File: config.mk
export PLATFORM = sky130hd
export DESIGN_NAME = lsd_lcd_driver
export DESIGN_NICKNAME = d
export VERILOG_FILES = /design/src/design/lsd_pkg.sv /design/src/design/lsd_charge_pulse.sv /design/src/design/lsd_lcd_driver.sv
export SDC_FILE = /design/constraint.sdc
export NUM_CORES = 1
export LEC_CHECK = 0
export BUFFER_PORTS_ARGS = -buffer_cell sky130_fd_sc_hd__buf_2
export CAP_MARGIN = 10
export CORE_MARGIN = 2
export CORE_UTILIZATION = 55
export CTS_CLUSTER_SIZE = 12
export DETAILED_ROUTE_END_ITERATION = 10
export PLACE_DENSITY_LB_ADDON = 0.2
export SYNTH_ARGS = -nofsm -noshare
export SYNTH_HDL_FRONTEND = slang
export SYNTH_HIERARCHICAL = 1
export SYNTH_SLANG_ARGS = --single-unit
File: constraint.sdc
create_clock -name clk -period 5.6 [get_ports clk]
set_input_delay 1.12 -clock clk [delete_from_list [all_inputs] [get_ports clk]]
set_output_delay 1.12 -clock clk [all_outputs]
set_load 0.02 [all_outputs]
File: src/design/lsd_pkg.sv
// Constants shared by the segment LCD controller and driver.
package lsd_pkg;

    // Display RAM window in the CPU address space.
    localparam logic [15:0] RAM_FIRST = 16'hF740;
    localparam logic [15:0] RAM_LAST  = 16'hF74F;
    localparam int          RAM_BYTES = 16;

    // Duty select codes.
    localparam logic [1:0] DUTY_STATIC  = 2'h0;
    localparam logic [1:0] DUTY_HALF    = 2'h1;
    localparam logic [1:0] DUTY_THIRD   = 2'h2;
    localparam logic [1:0] DUTY_QUARTER = 2'h3;

    // Drive level codes on every common and segment output.
    localparam logic [1:0] LVL_VSS = 2'h0;
    localparam logic [1:0] LVL_V3  = 2'h1;
    localparam logic [1:0] LVL_V2  = 2'h2;
    localparam logic [1:0] LVL_V1  = 2'h3;

    // Field positions inside the frame clock select code.
    localparam int CKS_SYS_BIT = 3;
    localparam int CKS_SUB4_BIT = 1;
    localparam int CKS_SUB2_BIT = 0;

    // Operating clock ticks in one eighth of a frame.
    localparam logic [5:0] SUB_HALF_TICKS = 6'h20;
    localparam logic [5:0] SYS_HALF_TICKS = 6'h3F;

    // Last eighth of a frame; 1/3 duty uses only six eighths.
    localparam logic [2:0] LAST_HALF       = 3'h7;
    localparam logic [2:0] LAST_HALF_THIRD = 3'h5;

    // Charge pulse codes.
    localparam logic [3:0] CDS_FIXED_HIGH = 4'h0;
    localparam logic [3:0] CDS_FIXED_LOW  = 4'h7;
    localparam int         CDS_WIDE_BIT   = 3;
    localparam int         CDS_32_BIT     = 2;

    // Segments enabled per step of the segment select code.
    localparam logic [5:0] SEGS_PER_STEP = 6'h04;

endpackage : lsd_pkg

File: src/design/lsd_charge_pulse.sv
// Charge and discharge pulse generator for the bias ladder.
`timescale 1ns/1ps
`default_nettype none
module lsd_charge_pulse (
    // Clock, reset and enables.
    input  wire logic       clk,
    input  wire logic       rst_b,
    input  wire logic       ce,
    input  wire logic       run,
    input  wire logic       opTick,
    // Charge duty code.
    input  wire logic [3:0] chargeDutySelect,
    // Ladder connect, high while the ladder is tied in.
    output logic            ladderConnect
);

    logic [4:0] phaseCnt;   // Position inside the 32-tick period.
    logic       connectNext; // Connect level for the current position.

    // Period counter advances on every operating clock tick.
    always_ff @(posedge clk) begin
        if (!rst_b) begin
            phaseCnt <= 5'h00;
        end else if (ce) begin
            if (!run) begin
                phaseCnt <= 5'h00;
            end else if (opTick) begin
                phaseCnt <= phaseCnt + 5'h01;
            end
        end
    end

    // Compare the position against the selected fraction.
    always_comb begin
        connectNext = 1'b0;
        if (chargeDutySelect[lsd_pkg::CDS_WIDE_BIT]) begin
            if (chargeDutySelect[lsd_pkg::CDS_32_BIT]) begin
                connectNext = (phaseCnt == 5'h00);
            end else begin
                connectNext = (phaseCnt[4:1] == 4'h0);
            end
        end else if (chargeDutySelect == lsd_pkg::CDS_FIXED_HIGH) begin
            connectNext = 1'b1;
        end else if (chargeDutySelect == lsd_pkg::CDS_FIXED_LOW) begin
            connectNext = 1'b0;
        end else begin
            connectNext = ({1'b0, phaseCnt[4:2]} < chargeDutySelect);
        end
    end

    // Registered so the ladder switch never sees a decode glitch.
    always_ff @(posedge clk) begin
        if (!rst_b) begin
            ladderConnect <= 1'b0;
        end else if (ce) begin
            ladderConnect <= run & connectNext;
        end
    end

endmodule // lsd_charge_pulse
`default_nettype wire

File: src/design/lsd_lcd_driver.sv
// Segment LCD controller: display RAM, frame timing and drive levels.
`timescale 1ns/1ps
`default_nettype none
module lsd_lcd_driver (
    // Clock, reset and clock enable.
    input  wire logic        clk,
    input  wire logic        rst_b,
    input  wire logic        ce,
    // Subclock pin, asynchronous to clk.
    input  wire logic        subClkIn,
    // Display controls.
    input  wire logic        displayActive,
    input  wire logic        displayDataGate,
    input  wire logic [1:0]  dutySelect,
    input  wire logic [3:0]  segmentSelect,
    input  wire logic [3:0]  frameClockSelect,
    input  wire logic        waveformTypeSelect,
    input  wire logic        commonDriveBoost,
    input  wire logic [3:0]  chargeDutySelect,
    // CPU memory port for the display RAM.
    input  wire logic [15:0] cpuAddr,
    input  wire logic [15:0] cpuWdata,
    input  wire logic        cpuWrite,
    input  wire logic        cpuRead,
    input  wire logic        cpuWord,
    output logic [15:0]      cpuRdata,
    output logic             cpuAck,
    // Panel drive levels, two bits per pin.
    output logic [7:0]       commonLevel,
    output logic [63:0]      segmentLevel,
    output logic             ladderConnect,
    output logic             frameStart
);

    logic [7:0]  ram [lsd_pkg::RAM_BYTES]; // One bit per common/segment.
    logic [1:0]  subSync;      // Two-stage synchroniser for the subclock.
    logic        subPrev;      // Previous synchronised subclock level.
    logic [1:0]  subDiv;       // Subclock divider for /2 and /4.
    logic [7:0]  presc;        // System clock prescaler.
    logic        opTick;       // One operating clock tick.
    logic [5:0]  halfCnt;      // Ticks inside the current eighth.
    logic [2:0]  halfIdx;      // Eighth of the frame.
    logic        frameParity;  // Toggles per frame, drives B waveform.
    logic        frameEnd;     // Last tick of the frame.
    logic [1:0]  dutyAct;      // Frame-aligned copies of the settings.
    logic [3:0]  cksAct;
    logic        abAct;
    logic        boostAct;
    logic [1:0]  curCom;       // Common being scanned.
    logic        mPhase;       // Polarity of the drive.
    logic [7:0]  comNext;
    logic [63:0] segNext;
    logic [3:0]  ramIdx;       // Byte addressed by the CPU.
    logic        ramHit;

    // Which RAM bit holds a given segment and common for a duty.
    function automatic logic [6:0] segRamBit(input logic [1:0] duty,
                                             input logic [4:0] seg,
                                             input logic [1:0] com);
        logic [6:0] idx;
        idx = 7'h00;
        case (duty)
            lsd_pkg::DUTY_STATIC: idx = {2'h0, seg};
            lsd_pkg::DUTY_HALF:   idx = {1'b0, seg, com[0]};
            default:              idx = {seg[4:1], seg[0], com};
        endcase
        return idx;
    endfunction

    // Common level for a selected or idle common at a polarity.
    function automatic logic [1:0] comLevelOf(input logic [1:0] duty,
                                              input logic sel,
                                              input logic m);
        logic [1:0] lvl;
        lvl = lsd_pkg::LVL_VSS;
        if (sel || duty == lsd_pkg::DUTY_STATIC) begin
            lvl = m ? lsd_pkg::LVL_VSS : lsd_pkg::LVL_V1;
        end else if (duty == lsd_pkg::DUTY_HALF) begin
            lvl = lsd_pkg::LVL_V2;
        end else begin
            lvl = m ? lsd_pkg::LVL_V2 : lsd_pkg::LVL_V3;
        end
        return lvl;
    endfunction

    // Segment level for lit or dark data at a polarity.
    function automatic logic [1:0] segLevelOf(input logic [1:0] duty,
                                              input logic on,
                                              input logic m);
        logic [1:0] lvl;
        lvl = lsd_pkg::LVL_VSS;
        if (on) begin
            lvl = m ? lsd_pkg::LVL_V1 : lsd_pkg::LVL_VSS;
        end else if (duty == lsd_pkg::DUTY_STATIC ||
                     duty == lsd_pkg::DUTY_HALF) begin
            lvl = m ? lsd_pkg::LVL_VSS : lsd_pkg::LVL_V1;
        end else begin
            lvl = m ? lsd_pkg::LVL_V3 : lsd_pkg::LVL_V2;
        end
        return lvl;
    endfunction

    assign ramHit = (cpuAddr >= lsd_pkg::RAM_FIRST) &&
                    (cpuAddr <= lsd_pkg::RAM_LAST);
    assign ramIdx = cpuAddr[3:0];

    // CPU writes; a word goes to an even pair, high byte first.
    always_ff @(posedge clk) begin
        if (ce && cpuWrite && ramHit) begin
            if (cpuWord) begin
                ram[{ramIdx[3:1], 1'b0}] <= cpuWdata[15:8];
                ram[{ramIdx[3:1], 1'b1}] <= cpuWdata[7:0];
            end else begin
                ram[ramIdx] <= cpuWdata[7:0];
            end
        end
    end

    // CPU reads answer one cycle later; outside the window reads zero.
    always_ff @(posedge clk) begin
        if (!rst_b) begin
            cpuRdata <= 16'h0000;
            cpuAck   <= 1'b0;
        end else if (ce) begin
            cpuAck <= cpuRead | cpuWrite;
            if (cpuRead && ramHit && cpuWord) begin
                cpuRdata <= {ram[{ramIdx[3:1], 1'b0}],
                             ram[{ramIdx[3:1], 1'b1}]};
            end else if (cpuRead && ramHit) begin
                cpuRdata <= {8'h00, ram[ramIdx]};
            end else if (cpuRead) begin
                cpuRdata <= 16'h0000;
            end
        end
    end

    // Subclock pin passes two flops before the edge detector reads it.
    always_ff @(posedge clk) begin
        if (!rst_b) begin
            subSync <= 2'h0;
            subPrev <= 1'b0;
            subDiv  <= 2'h0;
        end else if (ce) begin
            subSync <= {subSync[0], subClkIn};
            subPrev <= subSync[1];
            if (subSync[1] && !subPrev) begin
                subDiv <= subDiv + 2'h1;
            end
        end
    end

    // Free-running prescaler for the system clock divisions.
    always_ff @(posedge clk) begin
        if (!rst_b) begin
            presc <= 8'h00;
        end else if (ce) begin
            presc <= presc + 8'h01;
        end
    end

    // Operating clock tick selected by the frame clock code.
    always_comb begin
        logic       subEdge;
        logic [7:0] mask;
        subEdge = subSync[1] & ~subPrev;
        mask    = 8'h00;
        opTick  = 1'b0;
        if (cksAct[lsd_pkg::CKS_SYS_BIT]) begin
            case (cksAct[2:0])
                3'h0:    mask = 8'h01;
                3'h1:    mask = 8'h03;
                3'h2:    mask = 8'h07;
                3'h3:    mask = 8'h0F;
                3'h4:    mask = 8'h1F;
                3'h5:    mask = 8'h3F;
                3'h6:    mask = 8'h7F;
                default: mask = 8'hFF;
            endcase
            opTick = ((presc & mask) == mask);
        end else if (cksAct[lsd_pkg::CKS_SUB4_BIT]) begin
            opTick = subEdge && (subDiv == 2'h3);
        end else if (cksAct[lsd_pkg::CKS_SUB2_BIT]) begin
            opTick = subEdge && subDiv[0];
        end else begin
            opTick = subEdge;
        end
    end

    assign frameEnd = opTick &&
        (halfCnt == ((cksAct[lsd_pkg::CKS_SYS_BIT] ?
                      lsd_pkg::SYS_HALF_TICKS :
                      lsd_pkg::SUB_HALF_TICKS) - 6'h01)) &&
        (halfIdx == ((dutyAct == lsd_pkg::DUTY_THIRD) ?
                     lsd_pkg::LAST_HALF_THIRD : lsd_pkg::LAST_HALF));

    // Frame timing runs on its own once active, with no CPU action.
    always_ff @(posedge clk) begin
        if (!rst_b) begin
            halfCnt     <= 6'h00;
            halfIdx     <= 3'h0;
            frameParity <= 1'b0;
        end else if (ce) begin
            if (!displayActive) begin
                halfCnt     <= 6'h00;
                halfIdx     <= 3'h0;
                frameParity <= 1'b0;
            end else if (frameEnd) begin
                halfCnt     <= 6'h00;
                halfIdx     <= 3'h0;
                frameParity <= ~frameParity;
            end else if (opTick) begin
                if (halfCnt == ((cksAct[lsd_pkg::CKS_SYS_BIT] ?
                                 lsd_pkg::SYS_HALF_TICKS :
                                 lsd_pkg::SUB_HALF_TICKS) - 6'h01)) begin
                    halfCnt <= 6'h00;
                    halfIdx <= halfIdx + 3'h1;
                end else begin
                    halfCnt <= halfCnt + 6'h01;
                end
            end
        end
    end

    // Settings are taken only between frames, so no frame is cut short.
    always_ff @(posedge clk) begin
        if (!rst_b) begin
            dutyAct  <= lsd_pkg::DUTY_STATIC;
            cksAct   <= 4'h0;
            abAct    <= 1'b0;
            boostAct <= 1'b0;
        end else if (ce && (frameEnd || !displayActive)) begin
            dutyAct  <= dutySelect;
            cksAct   <= frameClockSelect;
            abAct    <= waveformTypeSelect;
            boostAct <= commonDriveBoost;
        end
    end

    // Scan position and drive polarity.
    always_comb begin
        case (dutyAct)
            lsd_pkg::DUTY_STATIC: curCom = 2'h0;
            lsd_pkg::DUTY_HALF:   curCom = {1'b0, halfIdx[2]};
            default:              curCom = halfIdx[2:1];
        endcase
        mPhase = abAct ? frameParity : halfIdx[0];
    end

    // Logical common waveforms, then routed onto the four pins.
    always_comb begin
        logic [1:0] lv [4];
        for (int c = 0; c < 4; c++) begin
            lv[c] = comLevelOf(dutyAct, curCom == c[1:0], mPhase);
        end
        comNext = {4{lsd_pkg::LVL_VSS}};
        comNext[1:0] = lv[0];
        case (dutyAct)
            lsd_pkg::DUTY_STATIC: begin
                if (boostAct) begin
                    comNext = {4{lv[0]}};
                end
            end
            lsd_pkg::DUTY_HALF: begin
                comNext[3:2] = boostAct ? lv[0] : lv[1];
                comNext[7:6] = boostAct ? lv[1] : lsd_pkg::LVL_VSS;
            end
            lsd_pkg::DUTY_THIRD: begin
                comNext[5:0] = {lv[2], lv[1], lv[0]};
            end
            default: begin
                comNext = {lv[3], lv[2], lv[1], lv[0]};
            end
        endcase
        if (!displayActive) begin
            comNext = {4{lsd_pkg::LVL_VSS}};
        end
    end

    // Per-segment data fetch and level, one instance per segment pin.
    genvar g;
    generate
        for (g = 0; g < 32; g++) begin : gSeg
            logic [6:0] bitIdx;
            logic       lit;
            logic       enabled;
            assign bitIdx  = segRamBit(dutyAct, 5'(g), curCom);
            assign lit     = displayDataGate &
                             ram[bitIdx[6:3]][bitIdx[2:0]];
            assign enabled = (6'(g) < ({2'h0, segmentSelect} *
                              lsd_pkg::SEGS_PER_STEP));
            assign segNext[2*g +: 2] =
                (enabled && displayActive) ?
                segLevelOf(dutyAct, lit, mPhase) :
                lsd_pkg::LVL_VSS;
        end
    endgenerate

    // Output registers for the panel pins.
    always_ff @(posedge clk) begin
        if (!rst_b) begin
            commonLevel  <= 8'h00;
            segmentLevel <= 64'h0000000000000000;
            frameStart   <= 1'b0;
        end else if (ce) begin
            commonLevel  <= comNext;
            segmentLevel <= segNext;
            frameStart   <= frameEnd & displayActive;
        end
    end

    // Bias ladder pulse generator.
    lsd_charge_pulse uCharge (
        .clk              (clk),
        .rst_b            (rst_b),
        .ce               (ce),
        .run              (displayActive),
        .opTick           (opTick),
        .chargeDutySelect (chargeDutySelect),
        .ladderConnect    (ladderConnect)
    );

endmodule // lsd_lcd_driver
`default_nettype wire

==> summary.md <==
| Metric | Value |
|---|---|
| Antenna violations before repair | `1` |
| Clock root buffer | `clkbuf_16` |
| H-tree depth | `1` |
| Via count | `between 10000 and 15000` |
| Die Y | `166 um` |
| Tot Pwr | `4.15 mW` |
| Synthesized instance count | `approximately 1300` |
| Antenna-violating nets left | `0` |
| Ports | `148` |
| Setup crit start | `cpuAddr[5]` |
| PwrDens | `258 mW/mm^2` |
| DRC | `0` |
| Seq/Total Area, Yosys | `0.445` |
| Max_slew headroom | `0.346` |
| Final critical-path required period | `3.18 ns` |
| Fin crit share | `0.568` |
| CP endpoint kind | `flip-flop` |
| # port buffers | `147` |
| IR drop worst, VDD | `307 uV` |
| DRT iter0 DRCs | `1889` |
| Most common cell after layout, fill and taps aside | `buf_2` |
| Vias in the first global route | `11100` |
| Cell count along the critical path | `6` |
| Core Region | `0.0258 sq mm` |
| Drt via density | `6.55` |
| Slowest cell on the critical path | `nor3_1` |
| Count of different cell masters after synthesis | `84` |
| FILL cells | `roughly 2100` |
| Cell Chain, Critical Path | `buf_2 > nand4bb_1 > nor3_1 > nand3_1 > nor2_2 > mux2_2` |
| RSZ-0062 raised after global routing | `no` |
| Worst Path Buf+Inv | `1` |
| Maxcap violations | `0` |
| Initial cell density of the core | `0.555` |
| Worst Setup EP | `ram[0][0]` |
| Synth warnings | `6` |
| DP Wirelength | `32.6 mm` |
| Final hold vios | `0` |
| Worst r2r dst | `segmentLevel[38]` |
| Mapped Nets | `1407` |
| CTS tree | `built` |
| CP peak stage delay | `0.75 ns` |
| Final Core Density | `0.621` |
| Rows | `59` |
| R2R cell count | `7` |
| Area delta synth->final | `11.9%` |
| Finished Layout Cells | `1797` |
| FF-to-FF Start | `dutyAct[1]` |
| Placed Cells | `1744` |
| CP delay by family, top | `simple AND/OR/NAND/NOR gates` |
| GR Util All Layers | `0.331` |
| Setup violators final | `0` |
| Req. time, crit path | `5.91 ns` |
| Layout Nets | `around 1500` |
| Wirelength per Cell | `roughly 25 um` |
| Post-synth EDFFs | `around 130` |
| Tightest Pin Transition | `0.972 ns` |
| Async SR Flop Fraction | `0` |
| Final WS setup | `2.42 ns` |
| Deepest clock path buffer count | `3` |
| Cts hold-fix bufs | `0` |
| Leakage | `5.77 nW` |
| Num CTS Buffers | `28` |
| HP Start | `segmentLevel[33]` |
| Layout cell share with drive strength beyond 1 | `0.255` |
| Grt ovf | `0` |
| Die X | `between 150 and 200 um` |
| Cell area after synthesis | `between 0.01 and 0.015 sq mm` |
| Register bit total from synthesis | `255` |
| CTS clk-pin slew, worst paths | `0.06 ns` |
| CP max FO | `8` |
| Setup crit start kind | `primary input` |
| Avg Cell Area, Syn | `10.7 sq um` |
| Final instance area | `0.0161 sq mm` |
| Post-cts sizing count | `0` |
| Reg2reg setup slack | `2.54 ns` |
| Largest net degree at the start of global routing | `between 60 and 70` |
| Clk_lat worst skew | `around 0.56 ns` |
| Post-DP Area | `0.0152 sq mm` |
| Setup bufs post-CTS | `0` |
| Setup TNS | `0 ns` |
| Drt total wl | `45.6 mm` |
| Final count of pins violating max slew | `0` |
| GPL Wtd Cong | `approximately 1.0` |
| Outcome | `completed` |
| Most frequent cells in the layout | `buf_2, edfxtp_1, dfxtp_1` |
| Worst hold path class | `reg -> reg` |
| First-pass GRT wire length | `68.0 mm` |
| First-pass detailed-route iteration total | `6` |
| CP arrival | `3.49 ns` |
| Min-Delay Path Depth | `2` |
| Die area | `approximately 0.027 sq mm` |
| CTS sink count | `about 260` |
| Setup WS pre-CTS | `1.87 ns` |
| Skew final | `0.0290 ns` |
| Fmax | `roughly 310 MHz` |
| Ys flop type | `edfxtp_1` |
| Worst Path Class, Setup | `in -> reg` |
| Fin Hold WS | `0.445 ns` |
==> how the worst min path moves through the flow <==
stage / endpoint / slack (ns)
floorplan: frameParity / 0.46
CTS: segmentLevel[33] / 0.45
global placement: cpuRdata[6] / 0.43
finish: segmentLevel[33] / 0.44
detailed placement: segmentLevel[33] / 0.44
global route: segmentLevel[61] / 0.47
==> Yosys cell counts (all sizes together) (4+ instances only) <==
library cell	instances	area (sq um)
edfxtp	128	3840
a22oi	10	75.1
mux2i	60	601
clkbuf	45	169
o22ai	14	87.6
and3	9	56.3
nand4	10	62.6
mux2	98	1100
o221ai	8	76.3
or2	5	31.3
and2	27	169
a22o	33	290
nand2b	20	133
nor2b	33	206
dfxtp	127	2540
xnor2	64	561
buf	49	278
inv	17	63.8
mux4	46	1040
a211oi	19	143
o211ai	6	45.0
nand2	119	449
a21boi	9	67.6
nand3b	4	30.0
ha	8	100
o2111ai	7	61.3
nor3b	5	42.5
or3	5	31.3
a31oi	10	62.6
nand3	41	205
xor2	9	78.8
o21ai	88	440
a21oi	64	324
nor2	78	315
a221oi	4	35.0
nor3	8	40.0
o31ai	9	72.6
==> power breakdown <==
group	leakage, nW	switching (mW)	internal [mW]
clock network	0.419	0.735	0.987
logic	3.17	0.254	0.164
registers	2.18	0.0227	1.99
==> state kept, by name, indices dropped and copies added, names as in the netlist, 3 cells and up <==
signal and cells:
halfIdx 3, ram 128, cksAct 4, cpuRdata 16, uCharge/phaseCnt 5, presc 8, segmentLevel 64, halfCnt 6
commonLevel 8
==> per-layer routing <==
layer / global-route usage / routed length, um / vias up
li1: - / - / 5239
met1: 0.451 / 17800 / 5568
met2: 0.496 / 19600 / 791
met3: 0.0812 / 5610 / 173
met4: 0.163 / 2630 / 0
met5: 0 / 0 / -
==> worst register-to-register path: cells and delay by family (launching register included) <==
kind / cells / cell delay [ns]
AND/OR/NAND/NOR: 2 / 0.76
buffers and inverters: 1 / 0.62
flip-flops: 1 / 0.63
AO/OA/AOI/OAI: 3 / 0.81
XOR/XNOR: 1 / 0.12
==> cell families after synthesis <==
family | Yosys count | share of synthesized area
AND/OR/NAND/NOR | 375 | 0.130
AO/OA/AOI/OAI | 315 | 0.146
flip-flops | 255 | 0.445
multiplexers | 204 | 0.191
buffers and inverters | 112 | 0.0358
XOR/XNOR | 73 | 0.0446
adder cells (fa/ha/maj) | 8 | 0.00698
==> area by class of cell <==
class | count | area (sq um) | area share
Multi-Input combinational cell | 975 | 7470 | 0.465
Sequential cell | 255 | 6390 | 0.398
Timing Repair Buffer | 162 | 848 | 0.0528
Clock buffer | 39 | 796 | 0.0496
Tap cell | 335 | 419 | 0.0261
Inverter | 18 | 67.6 | 0.00421
Clock inverter | 12 | 60.1 | 0.00374
Antenna cell | 1 | 2.50 | 0.000156
Note: power is estimated with default switching activity, not from simulation.
